--- src/apm_pkg.sv ---
// Constants for the power management event status and enable block.
// Assumes byte-wide system I/O accesses relative to the block base address.
package apm_pkg;

  // ==========================================================
  // Register offsets from the block base
  localparam logic [15:0] OFS_STATUS_LOW     = 16'h0000;
  localparam logic [15:0] OFS_STATUS_HIGH    = 16'h0001;
  localparam logic [15:0] OFS_ENABLE_LOW     = 16'h0002;

  // ==========================================================
  // Field positions
  localparam int unsigned BIT_TIMER_EVENT    = 0;
  localparam int unsigned BIT_GLOBAL_EVENT   = 5;
  localparam int unsigned BIT_BUTTON_PRESS   = 0;
  localparam int unsigned BIT_CLOCK_ALARM    = 2;
  localparam int unsigned BIT_BUTTON_OVERRIDE = 3;
  localparam int unsigned BIT_WAKE           = 7;

  // Only implemented bits are stored, the rest read as zero
  localparam logic [7:0] ENABLE_LOW_MASK     = 8'h21;
  localparam logic [7:0] STATUS_LOW_MASK     = 8'h21;
  localparam logic [7:0] STATUS_HIGH_MASK    = 8'h8d;

  // ==========================================================
  // Values after reset
  localparam logic [7:0] ENABLE_LOW_RESET    = 8'h00;
  localparam logic [7:0] STATUS_RESET        = 8'h00;

  // ==========================================================
  // Timing
  localparam longint unsigned CLOCK_HZ       = 64'd10_000_000;
  localparam longint unsigned OVERRIDE_MS    = 64'd4000;
  localparam int unsigned OVERRIDE_CYCLES    =
    int'((OVERRIDE_MS * CLOCK_HZ) / 64'd1000);
  localparam int unsigned HOLD_WIDTH         = 27;

  // ==========================================================
  // Power state
  typedef enum logic [1:0] {
    APM_ON  = 2'b01,
    APM_OFF = 2'b10
  } apm_state_t;

endpackage

--- src/apm_event_status_enable.sv ---
// Power management event status and enable logic: sticky event flags,
// control interrupt and wake generation, power-on output control.
// Assumes byte accesses from system I/O decode on clock_i; the button
// arrives from a pin, all other event inputs are synchronous to clock_i.
//
// Behaviour
// - Button press sets button press flag
// - Working, enabled press flag raises control interrupt
// - Sleeping, enabled press flag raises wake event
// - Button press always wakes, drives power on
// - Flags hardware-set, write-one clears (wake flag only while on), reset clears
// - Long held button swaps press for override flag
// - Override releases power-on output, soft off
// - Second alarm sets clock alarm flag
// - Enabled clock alarm flag raises control interrupt
// - Enabled resume while suspended sets wake flag
// - Wake flag set on power-on falling edge
// - Wake flag set moves system to on
// - Enabled timer flag raises control interrupt
// - Disabled timer flag raises no interrupt
// - Enabled global flag raises control interrupt
// - Reserved status and enable bits read zero
// - Enable byte at offset two, resets zero
// - Control interrupt gated by global interrupt enable
// - Timer bit 23 toggle sets timer flag
`timescale 1ns/1ps

module apm_event_status_enable #(
  parameter int unsigned OVERRIDE_CYCLES = apm_pkg::OVERRIDE_CYCLES
) (
  input  wire logic        clock_i,
  input  wire logic        sys_rst_i,
  input  wire logic [15:0] pm_block_base_i,
  input  wire logic [15:0] io_addr_i,
  input  wire logic        io_rd_i,
  input  wire logic        io_wr_i,
  input  wire logic [7:0]  io_wdata_i,
  output logic      [7:0]  io_rdata_o,
  input  wire logic        button_in_i,
  input  wire logic        clock_alarm2_i,
  input  wire logic        resume_event_i,
  input  wire logic        sleep_request_i,
  input  wire logic        timer_bit23_i,
  input  wire logic        global_release_i,
  input  wire logic        button_press_enable_i,
  input  wire logic        clock_alarm_enable_i,
  input  wire logic        button_override_enable_i,
  input  wire logic        control_interrupt_enable_i,
  output logic             control_interrupt_o,
  output logic             wake_event_o,
  output logic             power_on_output_n_o,
  output logic             power_on_output_n_oe_o,
  output logic             system_sleeping_o
);

  // ==========================================================
  // Button pin synchroniser and filtered level
  logic       btn_s1;
  logic       btn_s2;
  logic       btn_s3;
  logic       btn_level;
  wire        btn_agree   = (btn_s2 == btn_s3);
  wire        next_level  = btn_agree ? btn_s3 : btn_level;
  wire        btn_rise    = next_level && !btn_level;

  always_ff @(posedge clock_i or posedge sys_rst_i)
  begin
    if (sys_rst_i)
    begin
      btn_s1    <= 1'b0;
      btn_s2    <= 1'b0;
      btn_s3    <= 1'b0;
      btn_level <= 1'b0;
    end
    else
    begin
      btn_s1    <= button_in_i;
      btn_s2    <= btn_s1;
      btn_s3    <= btn_s2;
      btn_level <= next_level;
    end
  end

  // ==========================================================
  // Override hold counter
  // Counts system clocks, so the threshold is only as exact as clock_i.
  logic [apm_pkg::HOLD_WIDTH-1:0] hold_count;
  logic                           hold_fired;
  wire  hold_over  = (hold_count >= apm_pkg::HOLD_WIDTH'(OVERRIDE_CYCLES));
  wire  ovr_fire   = button_override_enable_i && btn_level && hold_over && !hold_fired;

  always_ff @(posedge clock_i or posedge sys_rst_i)
  begin
    if (sys_rst_i)
    begin
      hold_count <= '0;
      hold_fired <= 1'b0;
    end
    else if (!btn_level)
    begin
      hold_count <= '0;
      hold_fired <= 1'b0;
    end
    else
    begin
      if (!hold_over)
        hold_count <= hold_count + 1'b1;
      if (ovr_fire)
        hold_fired <= 1'b1;
    end
  end

  // ==========================================================
  // Power state
  apm_pkg::apm_state_t state;
  apm_pkg::apm_state_t next_state;
  logic                timer_last;
  logic                press_flag;
  logic                alarm_flag;
  logic                ovr_flag;
  logic                wake_flag;
  logic                timer_flag;
  logic                global_flag;
  logic [7:0]          enable_low;

  wire  is_on      = (state == apm_pkg::APM_ON);
  wire  is_off     = (state == apm_pkg::APM_OFF);
  wire  press_en   = button_press_enable_i && press_flag;
  wire  wake_cause = btn_rise || resume_event_i || press_en;
  wire  power_up   = is_off && wake_cause && !ovr_fire;
  wire  timer_tgl  = (timer_bit23_i != timer_last);

  always_comb
  begin
    next_state = state;
    case (state)
      apm_pkg::APM_ON:
        if (ovr_fire || sleep_request_i)
          next_state = apm_pkg::APM_OFF;
      apm_pkg::APM_OFF:
        if (power_up)
          next_state = apm_pkg::APM_ON;
      default:
        next_state = apm_pkg::APM_ON;
    endcase
  end

  always_ff @(posedge clock_i or posedge sys_rst_i)
  begin
    if (sys_rst_i)
      state <= apm_pkg::APM_ON;
    else
      state <= next_state;
  end

  // ==========================================================
  // Register decode
  wire [15:0] rel_addr   = io_addr_i - pm_block_base_i;
  wire        hit_stsl   = (rel_addr == apm_pkg::OFS_STATUS_LOW);
  wire        hit_stsh   = (rel_addr == apm_pkg::OFS_STATUS_HIGH);
  wire        hit_enl    = (rel_addr == apm_pkg::OFS_ENABLE_LOW);
  wire        wr_stsl    = io_wr_i && hit_stsl;
  wire        wr_stsh    = io_wr_i && hit_stsh;
  wire        wr_enl     = io_wr_i && hit_enl;

  // Write-one clears; a set in the same cycle wins
  function automatic logic sticky(input logic cur, input logic set, input logic clr);
    sticky = set | (cur & ~clr);
  endfunction

  wire clr_press = wr_stsh && io_wdata_i[apm_pkg::BIT_BUTTON_PRESS];
  wire clr_alarm = wr_stsh && io_wdata_i[apm_pkg::BIT_CLOCK_ALARM];
  wire clr_ovr   = wr_stsh && io_wdata_i[apm_pkg::BIT_BUTTON_OVERRIDE];
  wire clr_wake  = wr_stsh && io_wdata_i[apm_pkg::BIT_WAKE] && is_on;
  wire clr_timer = wr_stsl && io_wdata_i[apm_pkg::BIT_TIMER_EVENT];
  wire clr_glob  = wr_stsl && io_wdata_i[apm_pkg::BIT_GLOBAL_EVENT];

  // Override both clears the press flag and beats a press in its cycle
  wire next_press = ovr_fire ? 1'b0 : sticky(press_flag, btn_rise, clr_press);

  wire [7:0] status_low  = {2'b00, global_flag, 4'b0000, timer_flag};
  wire [7:0] status_high = {wake_flag, 3'b000, ovr_flag, alarm_flag, 1'b0, press_flag};
  wire [7:0] read_mux    = hit_stsl ? status_low  :
                           hit_stsh ? status_high :
                           hit_enl  ? enable_low  : 8'h00;

  // ==========================================================
  // Status and enable registers
  always_ff @(posedge clock_i or posedge sys_rst_i)
  begin
    if (sys_rst_i)
    begin
      press_flag  <= 1'b0;
      alarm_flag  <= 1'b0;
      ovr_flag    <= 1'b0;
      wake_flag   <= 1'b0;
      timer_flag  <= 1'b0;
      global_flag <= 1'b0;
      timer_last  <= 1'b0;
      enable_low  <= apm_pkg::ENABLE_LOW_RESET;
    end
    else
    begin
      press_flag  <= next_press;
      alarm_flag  <= sticky(alarm_flag, clock_alarm2_i, clr_alarm);
      ovr_flag    <= sticky(ovr_flag, ovr_fire, clr_ovr);
      wake_flag   <= sticky(wake_flag, power_up, clr_wake);
      timer_flag  <= sticky(timer_flag, timer_tgl, clr_timer);
      global_flag <= sticky(global_flag, global_release_i, clr_glob);
      timer_last  <= timer_bit23_i;
      if (wr_enl)
        enable_low <= io_wdata_i & apm_pkg::ENABLE_LOW_MASK;
    end
  end

  // ==========================================================
  // Interrupt and wake outputs
  wire timer_en  = enable_low[apm_pkg::BIT_TIMER_EVENT];
  wire global_en = enable_low[apm_pkg::BIT_GLOBAL_EVENT];
  wire sci_any   = (is_on && press_en)
                || (clock_alarm_enable_i && alarm_flag)
                || (timer_en && timer_flag)
                || (global_en && global_flag);
  wire next_sci  = control_interrupt_enable_i && sci_any;
  wire next_wake = is_off && press_en;

  always_ff @(posedge clock_i or posedge sys_rst_i)
  begin
    if (sys_rst_i)
    begin
      control_interrupt_o    <= 1'b0;
      wake_event_o           <= 1'b0;
      power_on_output_n_o    <= 1'b0;
      power_on_output_n_oe_o <= 1'b1;
      system_sleeping_o      <= 1'b0;
      io_rdata_o             <= 8'h00;
    end
    else
    begin
      control_interrupt_o    <= next_sci;
      wake_event_o           <= next_wake;
      power_on_output_n_o    <= 1'b0;
      power_on_output_n_oe_o <= (next_state == apm_pkg::APM_ON);
      system_sleeping_o      <= (next_state == apm_pkg::APM_OFF);
      if (io_rd_i)
        io_rdata_o <= read_mux;
    end
  end
endmodule // apm_event_status_enable

--- config.mk ---
export PLATFORM = sky130hd
export DESIGN_NAME = apm_event_status_enable
export DESIGN_NICKNAME = d
export VERILOG_FILES = /design/src/apm_pkg.sv /design/src/apm_event_status_enable.sv
export SDC_FILE = /design/constraint.sdc
export NUM_CORES = 1
export LEC_CHECK = 0
export ABC_AREA = 1
export BUFFER_PORTS_ARGS = -buffer_cell sky130_fd_sc_hd__buf_2
export CORE_MARGIN = 5
export CORE_UTILIZATION = 57
export CTS_CLUSTER_SIZE = 12
export DETAILED_ROUTE_END_ITERATION = 16
export MAX_ROUTING_LAYER = met4
export PLACE_DENSITY = 0.81
export SETUP_SLACK_MARGIN = 0.1
export SYNTH_ARGS = -nofsm -noshare
export SYNTH_HDL_FRONTEND = slang
export SYNTH_SLANG_ARGS = --single-unit
--- constraint.sdc ---
create_clock -name clock_i -period 1.9 [get_ports clock_i]
set_input_delay 0.285 -clock clock_i [delete_from_list [all_inputs] [get_ports clock_i]]
set_output_delay 0.285 -clock clock_i [all_outputs]
set_load 0.05 [all_outputs]
After elaboration in Yosys (flattened, before gate mapping):

Index checks and enable logic that the tools add are counted.

* register bits after elaboration: 55
* input bits: 54
* output and inout port bits: 13
* word-level logic and storage cells: 96

* add/subtract/negate cells: 2
* order comparisons: 1
* equality and inequality tests: 10
* muxes and demuxes: 12
* bitwise logic cells: 18
* reduce and logical (&&, ||, !) cells: 33

Operator list (count)
* 27-bit two-way mux: 2
* 27-bit by 1-bit adder with 27-bit output, second input constant: 1
* 27-bit by 26-bit >= comparator with 1-bit output, second input constant: 1
* 1-bit logical AND: 23
* 16-bit by 1-bit equality test with 1-bit output, second input constant: 1
* 16-bit by 2-bit equality test with 1-bit output, second input constant: 1
* 16-bit logical NOT: 1
* 8-bit two-way mux: 2
* 16-bit subtractor: 1
* 1-bit bitwise AND: 6
* 1-bit logical OR: 6
* 6-bit two-way mux: 1
* 1-bit NOT: 6
* 1-bit OR: 6
* 2-bit by 1-bit equality test with 1-bit output, second input constant: 2
* 2-bit equality test, second input constant: 2
* 1-bit two-way mux: 4
* 2-bit two-way mux: 2
* 2-bit one-hot mux with 2 select lines: 1
* 1-bit logical NOT: 3
* 2-bit by 1-bit != test with 1-bit output, second input constant: 1
* 2-bit != test, second input constant: 1
* 1-bit equality test: 1
* 1-bit != test: 1

Logic depth before layout (Yosys ltp):

* depth after elaboration: 10
* depth in mapped cells: 20
* mapped depth without buffers: 20

Worst setup path after synthesis:

OpenSTA, ideal clock, no wires.

* path kind: input -> register
* start point: input port io_addr_i[0]
* end point: register wake_flag
* library setup time: 0.118 ns
* data arrival time: 2.108 ns
* data required time: 1.782 ns
* path slack: -0.326 ns
* stages on the path: 19
* buffers on the path: 1
* cell sequence: inv_1 -> ha_1 -> fa_1 -> inv_1 -> nand3_1 -> nand3_2 -> nand2_1 -> nand2_1 -> nand2_1 -> nand2_1 -> nand2_1 -> nor2_1 -> nand2_1 -> nor2_4 -> and2_4 -> buf_6 -> nand3b_1 -> nand2_1 -> nand2_1

* word-level cells in the longest chain between the ends: 8

RTL lines
* from (decl): RTL line apm_event_status_enable.sv:34 `input wire logic [15:0] io_addr_i,`
* 16-bit subtractor: RTL line apm_event_status_enable.sv:158 `wire [15:0] rel_addr = io_addr_i - pm_block_base_i;`
* 16-bit by 1-bit equality test with 1-bit output: RTL line apm_event_status_enable.sv:160 `wire hit_stsh = (rel_addr == apm_pkg::OFS_STATUS_HIGH);`
* 1-bit logical AND: RTL line apm_event_status_enable.sv:163 `wire wr_stsh = io_wr_i && hit_stsh;`
* 1-bit logical AND (2 in a row): RTL line apm_event_status_enable.sv:174 `wire clr_wake = wr_stsh && io_wdata_i[apm_pkg::BIT_WAKE] && is_on;`
* 1-bit NOT: RTL line apm_event_status_enable.sv:168 `sticky = set | (cur & ~clr);`
* 1-bit bitwise AND: RTL line apm_event_status_enable.sv:168
* 1-bit OR: RTL line apm_event_status_enable.sv:168
* to (signal assigned): RTL line apm_event_status_enable.sv:207 `wake_flag <= sticky(wake_flag, power_up, clr_wake);`
* to (decl): RTL line apm_event_status_enable.sv:121 `logic wake_flag;`

Every way passes these cells.
A chain may end at the register's enable or synchronous reset.

Worst setup path after layout:

* start point: input port pm_block_base_i[4]
* end point: register ovr_flag

* word-level cells in the longest chain between the ends: 7

RTL lines
* from (decl): RTL line apm_event_status_enable.sv:33 `input wire logic [15:0] pm_block_base_i,`
* 16-bit subtractor: RTL line apm_event_status_enable.sv:158
* 16-bit by 1-bit equality test with 1-bit output: RTL line apm_event_status_enable.sv:160
* 1-bit logical AND: RTL line apm_event_status_enable.sv:163
* 1-bit logical AND: RTL line apm_event_status_enable.sv:173 `wire clr_ovr = wr_stsh && io_wdata_i[apm_pkg::BIT_BUTTON_OVERRIDE];`
* 1-bit NOT: RTL line apm_event_status_enable.sv:168
* 1-bit bitwise AND: RTL line apm_event_status_enable.sv:168
* 1-bit OR: RTL line apm_event_status_enable.sv:168
* to (signal assigned): RTL line apm_event_status_enable.sv:206 `ovr_flag <= sticky(ovr_flag, ovr_fire, clr_ovr);`
* to (decl): RTL line apm_event_status_enable.sv:120 `logic ovr_flag;`

Every way passes these cells.

==> results.txt <==
----------------------------------------------------
[Run status]
  Run status ... finished with violations
  Violated checks ... setup timing

[Floorplanning]
  Number of top-level pins ... 67
  Total die area ... 0.00880 mm^2
  FP Rows ... 30
  Die extent in x ... 93.8 um
  Core box area ... 0.00683 mm^2
  Height of the die ... 93.8 um
  Initial cell density of the core ... 58.6%

[Yosys]
  Number of flip-flops and latches in the synthesized netlist ... 52
  Post-Syn Area per Cell ... 6.66 um^2
  Count of mapped cells out of synthesis ... 601
  Count of flip-flops with a built-in enable after synthesis ... 0
  Post-synthesis sequential area ratio ... 32.6%
  Count of synthesis-stage warnings from yosys ... 0
  Syn Std Cell Area ... 0.00401 mm^2
  Most used flip-flop cell after synthesis ... dfrtp_1
  Number of library cell types mapped by synthesis ... 44
  Async S/R FF share, synth ... 100%

[Setup path]
  Slowest cell on the critical path ... ha_4
  Cell-by-cell listing of the critical path ... buf_2 -> inv_1 -> ha_4 -> nand2_1 -> nand2_1 -> inv_1 -> nand3_2 -> nand2_1 -> nand2_1 -> nand2_1 -> nand2_1 -> nor2_2 -> nand2_2 -> nor2_4 -> and2_4 -> nand3_2 -> nand2_1 -> nand2_1
  Crit path DAT ... 2230 ps
  Reg-to-reg setup timing slack ... -30 ps
  Worst Path Max Fanout ... 5
  Biggest cell delay along the critical path ... 220 ps
  Startpoint type of the worst setup path ... input port
  Number of buffers and inverters on the critical path ... 3
  Kind of end point of the critical path ... flip-flop
  Critical path type ... input port to flip-flop
  Required time of the critical path ... 2110 ps
  Cell family contributing the most delay on the critical path ... simple AND/OR/NAND/NOR gates
  Cell with the most instances on the worst path ... nand2_1

[Routing]
  Violation count after the first detailed-route iteration ... 284
  Via density per instance ... 5.39
  Total routed wirelength ... 11.8 mm
  Number of routed nets with antenna violations ... 0
  Number of DRC violations after detailed routing ... 0
  DR pass1 iterations ... 7
  Vias after detailed routing ... 4479
  Routed length per instance ... 14.2 um

[Pwr]
  Power share of the combinational group ... 36.7%
  Internal cell power ... 1.87 mW
  Cell area power density ... 530 mW/mm^2
  Peak supply drop ... 0.763 mV
  Clock power share ... 22.5%
  Sequential group share of total power ... 40.8%
  P_sw ... 1.13 mW
  Design Power ... 3.00 mW
  Leakage power summed over all cells ... 3.00 nW
  Switching Fraction ... 37.7%

[GRT]
  Via count of the first global-routing pass ... 4156
  Busiest metal layer after global routing ... met2
  Wire length of the first global-routing pass ... 17.6 mm
  Pin count of the biggest net entering global routing ... 32
  Met3 global-route usage ... 3.77%
  Number of antenna violations at the first check in global routing ... 0
  Global routing usage on met2 ... 41.0%
  Remaining global-route overflow ... 0
  Global-route usage over all layers ... 24.9%
  M1 GR Usage ... 31.8%

[STA]
  Final clock skew ... 13.3 ps
  Unrepaired setup endpoints after global routing ... yes
  Final Hold Viols ... 0
  Min Tclk post-route ... 2020 ps
  Final worst hold slack ... 72.0 ps
  Slew Limit Fails ... 0
  Maximum clock rate ... 0.496 GHz
  Setup tns final ... -631 ps
  Post-route clock period utilization ... 106%
  Final Worst Setup Slack ... -117 ps
  Final setup violation count ... 14

[Clock tree]
  TritonCTS clock tree ... done
  Number of buffers between clock root and the deepest sink ... 2
  Clock latency on the worst-skew pair ... 320 ps
  Clock buffers created by TritonCTS ... 5
  Maximum level of the CTS H-tree ... 2
  CTS sink cnt ... 52
  Cell at the root of the clock tree ... clkbuf_8
  Clock-pin slew on the worst setup and hold paths ... 100 ps

[Placement]
  Final GP Congestion ... 0.921
  Place WS ... -569 ps
  Post-DP HPWL ... 8.01 mm
  Number of port buffers ... 59

[Flow run]
  Max Cap Violations ... 0

[Final layout]
  Share of cells above drive strength 1 ... 35.1%
  Finished Core Util ... 82.7%
  Filler Cells Inserted ... 416
  Diode count ... 0
  NumNets Final ... 809
  Area growth from synthesis to final layout ... 41.1%

[Hold path]
  Worst hold-check path type ... input port to flip-flop

----------------------------------------------------
## cell type report
class	count	area (um^2)	share of cell area [%]
timing repair buffer	134	950	16.8
tap	96	120	2.13
multi-input combinational	421	2720	48.1
inverter	120	465	8.24
clock buffer	5	68.8	1.22
clock inverter	3	25.0	0.443
sequential	52	1300	23.1
## layer usage
| metal | vias up | share of wire (%) |
|---|---|---|
| li1 | 2144 | - |
| met1 | 2060 | 41 |
| met4 | 0 | 4.2 |
| met5 | - | 0 |
| met2 | 212 | 47 |
| met3 | 63 | 7.2 |
## cells by family (layout without fill, tap and decap cells)
kind of cell / after synthesis / after routing / synth area share (%)
other: 1 / 4 / 0.0936
AND/OR/NAND/NOR: 333 / 333 / 37.6
XOR/XNOR: 14 / 14 / 3.06
AO/OA/AOI/OAI: 48 / 48 / 6.56
adder cells (fa/ha/maj): 22 / 22 / 7.00
flip-flops: 52 / 52 / 32.6
buffers and inverters: 131 / 262 / 13.1
## worst reg2reg max path: cells and delay by family (launching register included)
family	cells	cell delay, ps
and+or+nand+nor	9	1250
DFF	1	410
buffers and inverters	1	50
AOI/OAI and AO/OA	1	170
## placed cells by master, fill, tap and decap left out, types with 3 or more instances in the layout
cell / count
buf_6: 15
a21oi_1: 11
nor2_1: 45
ha_4: 10
dfrtp_1: 50
o21ai_1: 10
ha_1: 10
conb_1: 4
nand3_2: 10
nor3_1: 7
nor2_2: 7
clkbuf_8: 5
nand2_1: 154
inv_2: 8
nand2_2: 27
nor3_2: 4
nand4_1: 15
xor2_1: 12
nand3_1: 31
inv_1: 109
nand3_4: 5
o21ai_2: 7
nor2_4: 7
buf_4: 58
buf_2: 57
nand3b_1: 3
nor4_1: 3
a21oi_2: 8
## per-stage QoR
step                      std cells  instance area [um^2]
final                           831                  5650
after global routing            831                  5650
after CTS                       820                  5130
after detailed placement        809                  4860
after global placement          809                  4860
after floorplan                 604                  4050
## synth_stat cells, types with 4 or more instances
master     n  area share (%)
o21ai_0   18             2.2
a21oi_1   20             2.5
nand2_1  175              16
nand4_1   15             2.3
inv_2      4            0.37
nand3_1   41             5.1
nor3_1    12             1.5
xor2_1    12             2.6
nor4_1     5            0.78
nand2_2    8             1.2
buf_4      4            0.75
nand3_2    4             1.0
dfrtp_1   50              31
inv_1    115              11
nor2_1    57             5.3
ha_1      20             6.2
## state kept, by name, indices dropped and copies added (netlist names), 2 cells and up
name	count
hold_count	27
state	2
enable_low	2
io_rdata_o	5
## power by group through the flow
stage | sequential (mW) | combinational, mW | clock, mW
after global placement | 1.24 | 0.914 | 0
after global routing | 1.23 | 1.22 | 0.728
after detailed placement | 1.24 | 0.955 | 0
final | 1.22 | 1.10 | 0.675
after CTS | 1.22 | 1.01 | 0.682
after floorplan | 1.32 | 0.568 | 0
## repair_timing
| item | CTS | global route |
|---|---|---|
| resized for setup | 33 | 110 |
| endpoints found under the setup margin | 27 | 41 |
| hold endpoints to repair | 19 | 0 |
| cloned | 0 | 0 |
| pin swaps | 13 | 35 |
| hold buffers | 1 | 0 |
| buffers inserted | 2 | 11 |
## path summary, 6_finish.rpt
path | from | end | cells past startpoint
worst max-delay path | pm_block_base_i[4] | ovr_flag | 18
max in group asynchronous | sys_rst_i | hold_count[4] | 4
worst min register to register | btn_s1 | btn_s2 | 0
min in group asynchronous | sys_rst_i | press_flag | 3
worst max register to register | hold_count[24] | system_sleeping_o | 11
worst min-delay path | button_in_i | btn_s1 | 1
(Power assumes the default switching activity.)
